**src/design/lane_err_pkg.sv**
```systemverilog
package lane_err_pkg;
    localparam int num_lanes = 8;
    localparam int num_types = 3;
    localparam int count_w = 8;
    localparam int paddr_w = 14;
    // register indices; the byte address is four times the index
    localparam logic [11:0] idx_error_window = 12'h46b;
    localparam logic [11:0] idx_lane_align = 12'h46c;
    localparam logic [11:0] idx_event_status = 12'h480;
    localparam logic [11:0] idx_event_mask = 12'h481;
    localparam logic [11:0] idx_link_control = 12'h482;
    // window fields
    localparam int lane_sel_lsb = 4;
    localparam int lane_sel_msb = 6;
    localparam int type_sel_lsb = 0;
    localparam int type_sel_msb = 1;
    localparam logic [1:0] type_disparity = 2'h0;
    localparam logic [1:0] type_invalid = 2'h1;
    localparam logic [1:0] type_control = 2'h2;
    localparam logic [1:0] type_unused = 2'h3;
    localparam logic [7:0] lane_align_reset = 8'h0f;
    localparam int half_lanes = 4;
    // event status and mask layout
    localparam int event_w = 3;
    localparam int ev_disparity = 0;
    localparam int ev_invalid = 1;
    localparam int ev_control = 2;
    localparam int dual_link_bit = 0;
    localparam logic [count_w-1:0] count_max = 8'hff;
endpackage

```
**src/design/counter_sel_if.sv**
```systemverilog
interface counter_sel_if;
    logic [2:0] lane;
    logic [1:0] ctype;
    logic [7:0] count;
    modport reg_side (output lane, output ctype, input count);
    modport cnt_side (input lane, input ctype, output count);
endinterface

```
**src/design/lane_error_counters.sv**
```systemverilog
module lane_error_counters (
    input wire logic clk,
    input wire logic rst,
    input wire logic ce,
    input wire logic [7:0] disparity_err,
    input wire logic [7:0] invalid_err,
    input wire logic [7:0] control_err,
    counter_sel_if.cnt_side sel
);
    // ==========================================================
    // state
    typedef struct packed {
        logic [lane_err_pkg::num_types-1:0][lane_err_pkg::num_lanes-1:0][lane_err_pkg::count_w-1:0] cnt;
    } cnt_state_t;

    cnt_state_t s;
    cnt_state_t next_s;

    function automatic logic [7:0] sat_inc(input logic [7:0] v, input logic hit);
        sat_inc = (hit && v != lane_err_pkg::count_max) ? v + 8'h01 : v;
    endfunction

    // ==========================================================
    // counting
    always_comb begin
        next_s = s;
        for (int l = 0; l < lane_err_pkg::num_lanes; l++) begin
            next_s.cnt[lane_err_pkg::type_disparity][l] = sat_inc(s.cnt[lane_err_pkg::type_disparity][l],
                disparity_err[l]);
            next_s.cnt[lane_err_pkg::type_invalid][l] = sat_inc(s.cnt[lane_err_pkg::type_invalid][l],
                invalid_err[l]);
            next_s.cnt[lane_err_pkg::type_control][l] = sat_inc(s.cnt[lane_err_pkg::type_control][l],
                control_err[l]);
        end
    end

    always_ff @(posedge clk) begin
        if (rst) begin
            s <= '0;
        end else if (ce) begin
            s <= next_s;
        end
    end

    // unused type code reads as zero
    assign sel.count = (sel.ctype == lane_err_pkg::type_unused) ? 8'h00 : s.cnt[sel.ctype][sel.lane];
endmodule // lane_error_counters

```
**src/design/lane_error_monitor.sv**
```systemverilog
// How it works
// two-bit type select picks counter kind
// three-bit lane select picks readback lane
// readback returns count of selected lane, type
// software writes selects before reading count
// deskew enable register resets to lanes 0-3
// dual link uses low four bits per link
// three counters per lane, reached indirectly
// type three reads zero, counters untouched
//
// The APB slave port was left to the implementer.
module lane_error_monitor (
    input wire logic clk,
    input wire logic rst,
    input wire logic ce,
    input wire logic psel,
    input wire logic penable,
    input wire logic pwrite,
    input wire logic [13:0] paddr,
    input wire logic [31:0] pwdata,
    output logic [31:0] prdata,
    output logic pready,
    output logic pslverr,
    input wire logic [7:0] disparity_err,
    input wire logic [7:0] invalid_err,
    input wire logic [7:0] control_err,
    output logic [7:0] deskew_lane_en,
    output logic irq
);
    // ==========================================================
    // state
    typedef struct packed {
        logic [2:0] lane_sel;
        logic [1:0] type_sel;
        logic [7:0] align;
        logic [lane_err_pkg::event_w-1:0] status;
        logic [lane_err_pkg::event_w-1:0] mask;
        logic dual;
        logic primed;
        logic err;
        logic [31:0] rdata;
    } mon_state_t;

    mon_state_t s;
    mon_state_t next_s;
    logic [lane_err_pkg::event_w-1:0] events;
    logic access;

    counter_sel_if csel ();

    lane_error_counters counters (
        .clk(clk),
        .rst(rst),
        .ce(ce),
        .disparity_err(disparity_err),
        .invalid_err(invalid_err),
        .control_err(control_err),
        .sel(csel)
    );

    function automatic logic hit(input logic [13:0] a, input logic [11:0] idx);
        hit = (a == {idx, 2'b00});
    endfunction

    function automatic logic mapped(input logic [13:0] a);
        mapped = hit(a, lane_err_pkg::idx_error_window) || hit(a, lane_err_pkg::idx_lane_align) ||
                 hit(a, lane_err_pkg::idx_event_status) || hit(a, lane_err_pkg::idx_event_mask) ||
                 hit(a, lane_err_pkg::idx_link_control);
    endfunction

    assign csel.lane = s.lane_sel;
    assign csel.ctype = s.type_sel;

    // one driver for the whole event vector
    always_comb begin
        events = '0;
        events[lane_err_pkg::ev_disparity] = |disparity_err;
        events[lane_err_pkg::ev_invalid] = |invalid_err;
        events[lane_err_pkg::ev_control] = |control_err;
    end

    // ==========================================================
    // bus and registers
    // read data is captured in the setup cycle and answered in the first access cycle
    assign access = psel && penable && ce && s.primed;

    always_comb begin
        next_s = s;
        next_s.status = s.status | events;
        if (psel && !s.primed) begin
            next_s.primed = 1'b1;
            next_s.err = !mapped(paddr);
            next_s.rdata = 32'h00000000;
            if (hit(paddr, lane_err_pkg::idx_error_window)) begin
                next_s.rdata[7:0] = csel.count;
            end else if (hit(paddr, lane_err_pkg::idx_lane_align)) begin
                next_s.rdata[7:0] = s.align;
            end else if (hit(paddr, lane_err_pkg::idx_event_status)) begin
                next_s.rdata[lane_err_pkg::event_w-1:0] = s.status;
            end else if (hit(paddr, lane_err_pkg::idx_event_mask)) begin
                next_s.rdata[lane_err_pkg::event_w-1:0] = s.mask;
            end else if (hit(paddr, lane_err_pkg::idx_link_control)) begin
                next_s.rdata[lane_err_pkg::dual_link_bit] = s.dual;
            end
        end
        if (access) begin
            next_s.primed = 1'b0;
            if (pwrite) begin
                if (hit(paddr, lane_err_pkg::idx_error_window)) begin
                    next_s.lane_sel = pwdata[lane_err_pkg::lane_sel_msb:lane_err_pkg::lane_sel_lsb];
                    next_s.type_sel = pwdata[lane_err_pkg::type_sel_msb:lane_err_pkg::type_sel_lsb];
                end
                if (hit(paddr, lane_err_pkg::idx_lane_align)) begin
                    next_s.align = pwdata[7:0];
                end
                if (hit(paddr, lane_err_pkg::idx_event_status)) begin
                    // new events win over the write-one clear
                    next_s.status = (s.status & ~pwdata[lane_err_pkg::event_w-1:0]) | events;
                end
                if (hit(paddr, lane_err_pkg::idx_event_mask)) begin
                    next_s.mask = pwdata[lane_err_pkg::event_w-1:0];
                end
                if (hit(paddr, lane_err_pkg::idx_link_control)) begin
                    next_s.dual = pwdata[lane_err_pkg::dual_link_bit];
                end
            end
        end
    end

    always_ff @(posedge clk) begin
        if (rst) begin
            s <= '0;
            s.align <= lane_err_pkg::lane_align_reset;
        end else if (ce) begin
            s <= next_s;
        end
    end

    assign pready = access;
    assign pslverr = access && s.err;
    assign prdata = s.rdata;
    assign irq = |(s.status & s.mask);

    // ==========================================================
    // deskew enables
    always_comb begin
        if (s.dual) begin
            // each link takes the low four bits for its own four lanes
            deskew_lane_en = {s.align[lane_err_pkg::half_lanes-1:0], s.align[lane_err_pkg::half_lanes-1:0]};
        end else begin
            deskew_lane_en = s.align;
        end
    end
endmodule // lane_error_monitor

```
**config.mk**
```make
export PLATFORM = sky130hd
export DESIGN_NAME = lane_error_monitor
export DESIGN_NICKNAME = d
export VERILOG_FILES = /design/src/design/lane_err_pkg.sv /design/src/design/counter_sel_if.sv /design/src/design/lane_error_counters.sv /design/src/design/lane_error_monitor.sv
export SDC_FILE = /design/constraint.sdc
export NUM_CORES = 1
export LEC_CHECK = 0
export BUFFER_PORTS_ARGS = -buffer_cell sky130_fd_sc_hd__buf_2
export CAP_MARGIN = 40
export CORE_AREA = 2 2 166 168
export DETAILED_ROUTE_END_ITERATION = 10
export DIE_AREA = 0 0 168 170
export PLACE_DENSITY = 0.63
export SETUP_SLACK_MARGIN = 0.4
export SLEW_MARGIN = 20
export SYNTH_ARGS = -nofsm -noshare
export SYNTH_HDL_FRONTEND = slang
export SYNTH_SLANG_ARGS = --single-unit
```
**constraint.sdc**
```tcl
create_clock -name clk -period 2.6 [get_ports clk]
set_input_delay 0.26 -clock clk [delete_from_list [all_inputs] [get_ports clk]]
set_output_delay 0.26 -clock clk [all_outputs]
set_load 0.01 [all_outputs]
```
# Yosys cells after proc, flatten, opt, wreduce, memory -nomap -nowiden
# Cells that the tools add are included.
word_totals:
  regBits: 222
  mem_bits_rw: 0
  out_inout_bits: 43
  mem_count: 0
  rom_bits: 0
  latch_bits: 0
  word_cells: 183
classes:
  add_sub_neg: 24
  magnitude_cmp: 2
  n_bitwise: 5
  n_div: 0
  n_eq_ne: 30
  n_mux: 19
  n_reduce_logical: 70
  shift: 0
  n_mul: 0
op_table:
  columns: ["op", "n"]
  rows:
  - ["adder 8 x 1 -> 8 bit (second input constant)", 24]
  - ["!= test 8 bit (second input constant)", 24]
  - ["binary-select mux 64 bit (select 2 bit)", 1]
  - ["equality test 14 x 13 -> 1 bit (second input constant)", 5]
  - ["two-way mux 64 bit", 1]
  - ["AND reduction 2 bit", 26]
  - ["two-way mux 8 bit", 5]
  - ["two-way mux 34 bit", 1]
  - ["logical AND 1 bit", 29]
  - ["binary-select mux 8 bit (select 3 bit)", 1]
  - ["OR reduction 8 bit", 3]
  - ["AND reduction 4 bit", 4]
  - ["two-way mux 3 bit", 4]
  - ["two-way mux 7 bit", 1]
  - ["bitwise AND 3 bit", 2]
  - ["bitwise OR 3 bit", 2]
  - ["two-way mux 5 bit", 1]
  - ["logical OR 1 bit", 4]
  - ["< comparator 3 x 4 -> 1 bit (second input constant)", 1]
  - ["< comparator 2 x 3 -> 1 bit (second input constant)", 1]
  - ["two-way mux 1 bit", 3]
  - ["inverter 3 bit", 1]
  - ["OR reduction 3 bit", 1]
  - ["equality test 2 bit (second input constant)", 1]
  - ["other kinds (3)", 4]

# Logic depth before layout (Yosys ltp)
depth:
  ltp_word: 8
  depth_mapped: 9
  ltp_nobuf: 7

# By module
# From an unflattened synthesis, not the netlist that was laid out.
hier_totals:
  cells_unflattened: 1462
  hier_area_um2: 12223.0
by_module_without_submodules:
  columns: ["mod", "area_per_inst_um2", "n_inst", "seq_area_each_um2", "cells_per_inst"]
  rows:
  - ["lane_error_counters", 10323.7, 1, 3843.7, 1233]
  - ["lane_error_monitor", 1899.3, 1, 600.6, 229]

# Worst setup path before layout
# Ideal clock, no wire load.
synth_path:
  kind: "in2reg"
  start: "in paddr[11]"
  end: "reg s, in the netlist csel.ctype[0]"
  arrival_ps: 1831
  required_ps: 2472
  setup_slack_ps: 642
  stages: 5
  cell_sequence: "or4b_4 > or3_4 > nor4_4 > mux2i_1 > nor2_1"
synth_via:
  elab_chain_len: 2
synth_rtl:
  columns: ["item", "line", "rtl"]
  rows:
  - ["start: declaration", "lane_error_monitor.sv:19", "input wire logic [13:0] paddr,"]
  - ["equality test 14 x 13 -> 1 bit", "lane_error_monitor.sv:62", "hit = (a == {idx, 2'b00});"]
  - ["AND reduction 4 bit (no source line)", null, null]
  - ["end signal: assignment", "lane_error_monitor.sv:135", "s <= next_s;"]
  - ["end: declaration", "lane_error_monitor.sv:44", "mon_state_t s;"]
# No other way between the ends.
# A chain may end at the register's enable or synchronous reset.

# Worst setup path in the final report
layout_path:
  start: "reg s, in the netlist csel.ctype[0]"
  end: "reg s, in the netlist prdata[3]"
layout_via:
  elab_chain_len: 6
  word_cells_on_any_way: 7
  cone_classes: "1 x eq/ne; 6 x mux"
layout_rtl:
  columns: ["item", "line", "rtl"]
  rows:
  - ["binary-select mux 64 bit (select 2 bit)", "lane_error_counters.sv:46", "assign sel.count = (sel.ctype == lane_err_pkg::type_unused) ? 8'h00 : s.cnt[sel.ctype][sel.lane];"]
  - ["two-way mux 64 bit (implied by the code)", "lane_error_counters.sv:46", null]
  - ["binary-select mux 8 bit (select 3 bit)", "lane_error_counters.sv:46", null]
  - ["two-way mux 8 bit (implied by the code)", "lane_error_counters.sv:46", null]
  - ["two-way mux 8 bit *", "lane_error_counters.sv:46", null]
  - ["two-way mux 8 bit *", "lane_error_monitor.sv:94", "if (hit(paddr, lane_err_pkg::idx_error_window)) begin"]
# Mark *: on every way between the ends. The rest lies on a longest branch, timed or not. The select of a mux whose other input is x is not followed.

==> flow_summary.yaml <==
outcome:
  status: "complete, no violations"
yosys:
  synth_fa_ha_area_share_pct: 2.58
  synth_area_um2: 11600
  synthMuxAreaShare_pct: 3.66
  synth_xor_area_share_pct: 12.7
  ys_types: 62
  seq_area_frac_synth_pct: 38.2
  syn_inst: 1372
  netlist_top_cells_area: "dfxtp_1 38%, nor2_1 7.7%, xor2_1 6.5%, xnor2_1 6.2%, mux2i_1 3.3%"
  synth_top_family_by_area: "simple AND/OR/NAND/NOR gates"
  synth_edf_count: 0
  yosysTopAreaCellShare_pct: 38.2
  synth.avg_cell_area_um2: 8.48
  async_flop_share_pct: 0
  synth_simple_gate_area_share_pct: 26.7
  synth_warnings: 0
  synth_top_cell_by_area: "dfxtp_1"
  synth-main-ff-cell: "dfxtp_1"
  ys_seq_elements: 222
  synth-compound-area-share_pct: 10.8
sta:
  fin_worst_skew_ns: 0.0101
  rsz0062_at_grt: "false"
  hold_viol: 0
  fin_crit_sh_pct: 80.3
  final-setup-viol-count: 0
  holdWs_ns: 0.0289
  max_freq_mhz: 479
  fin_setup_tns_ns: 0
  tightest_slew_ns: 0.757
  relSlewSlack_pct: 49.0
  slew_viol_final: 0
  fin_crit_ns: 2.09
clocking:
  clk_path_buf_depth: 3
  h-tree-depth: 1
  tritoncts: "built"
  path_clk_slew_ns: 0.06
  cts_setup_buffers: 0
  cts_sinks: 222
  cts-root-buf: "clkbuf_16"
  numCtsBuffers: 25
  clk_latency_ns: 0.52
worst_setup_path:
  worstSetupStartpointType: "flip-flop"
  reg2reg_slack_ns: 0.51
  end_kind: "flip-flop"
  worstPathArrival_ns: 2.53
  path_max_fanout: 36
  worstPathRequired_ns: 3.04
  worstSetupPathType: "reg2reg"
final_layout:
  final_common_cell: "nor2_1"
  nets: 1551
  syn2layout_area_growth_pct: 13.7
  final_layout_size_suffix_gt1_share_pct: 11.8
  mostFrequentLayoutCells: "238 x nor2_1, 222 x dfxtp_1, 90 x nand2_1"
  design_area_um2: 13200
  num_antenna_cells: 0
worst_hold_path:
  hold_path.class: "in2reg"
placement:
  port-buffer-count: 70
  gp_congestion: 0.904
  place_area_um2: 12500
  dpl.hpwl_mm: 23.3
die:
  die_y_um: 170
  io_pins: 119
  initial_core_util_pct: 43.6
  die_width_um: 168
  die_area_um2: 28600
  core-area_um2: 26700
  fp-row-count: 60
global_route:
  antenna_found_initial: 0
  grt_max_degree: 69
  grtUsageTotal_pct: 22.0
  grt_pass1_wl_mm: 50.5
  grt_pass1_vias: 9257
  overflow: 0
detailed_routing:
  drt.antenna.violating_nets: 0
  post_drt_wl_per_cell_um: 17.7
  num_vias: 10200
  vias_per_cell: 5.64
  drtIter0Drc: 830
  drt_wl_total_mm: 31.9
  drc: 0
  dr.pass1.iters: 7
flow_run:
  drv_cap: 0
power:
  max-vdd-ir-drop_mv: 0.459
  p_per_area_nw_per_um2: 549
  totalPowerFinal_w: 0.00726
  p_leak_nw: 5.09
[path summary, 6_finish.rpt]
path              depth (start not counted)   endpoint     startpoint
setup / recovery                          8  prdata[3]  csel.ctype[0]
hold / removal                            2      s[43]      pwdata[2]
setup reg to reg                          8  prdata[3]  csel.ctype[0]
hold reg to reg                           2      s[32]          s[32]
[repair_timing]
item	CTS	global route
resized for setup	0	1
endpoints found under the setup margin	0	1
hold endpoints to repair	3	0
hold buffers	3	0
[routing by layer]
layer / up-vias / track usage, % / share of wire (%)
li1: 4967 / - / -
met1: 4808 / 31.3 / 48
met2: 353 / 33.4 / 42
met3: 55 / 4.47 / 7.6
met4: 0 / 7.07 / 2.9
met5: - / 0 / 0
[sequential cells by signal, summed over array words and instances (netlist names)]
name / cells
csel.ctype: 2
prdata: 8
s: 17
counters.s: 192
csel.lane: 3
[stage by stage]
| step | setup slack [ns] | util (%) | cells |
|---|---|---|---|
| global route | 0.427 | 49.6 | 1804 |
| detailed placement | 0.370 | 46.7 | 1762 |
| floorplan | 0.642 | - | 1395 |
| finish | 0.512 | 49.6 | 1804 |
| global placement | 0.405 | 46.7 | 1762 |
| CTS | 0.499 | 49.6 | 1804 |
[cells in the mapped netlist, types with 34 or more instances]
master    count
nor2_1      238
dfxtp_1     222
nand2_1      90
xor2_1       86
xnor2_1      82
nand4_1      59
clkbuf_1     51
nand3_1      50
and3_1       45
mux2i_1      38
buf_4        36
and4_1       34
[critical path, stage by stage (launching register included)]
cell and delay (ns):
dfxtp_1 0.38, buf_12 0.23, or2_2 0.17, buf_12 0.19
nor2_1 0.05, or3_1 0.34, o2111ai_1 0.15, nand4_1 0.21
a211oi_1 0.25
[report_power, final]
part / internal [W] / leakage, nW / switching, W / total, W
Clock: 0.00190 / 0.353 / 0.00139 / 0.00329
Sequential: 0.00346 / 1.80 / 0.0000680 / 0.00353
Combinational: 0.000183 / 2.94 / 0.000256 / 0.000439
Total: 0.00555 / 5.09 / 0.00171 / 0.00726
[cell families after synthesis]
group | after synthesis
buf+inv | 124
compound gates | 173
flops | 222
mux | 42
simple gates | 618
fa+ha+maj | 24
other cells | 1
xor+xnor | 168
[final cells by class]
cell class	count	area, um2
clock buffers	34	679
clock inverters	5	55.1
fillers	2600	13400
inverters	27	101
multi-input cells	1049	6670
flip-flops and latches	222	4440
well taps	341	427
repair buffers	126	847
(Power assumes the default switching activity.)
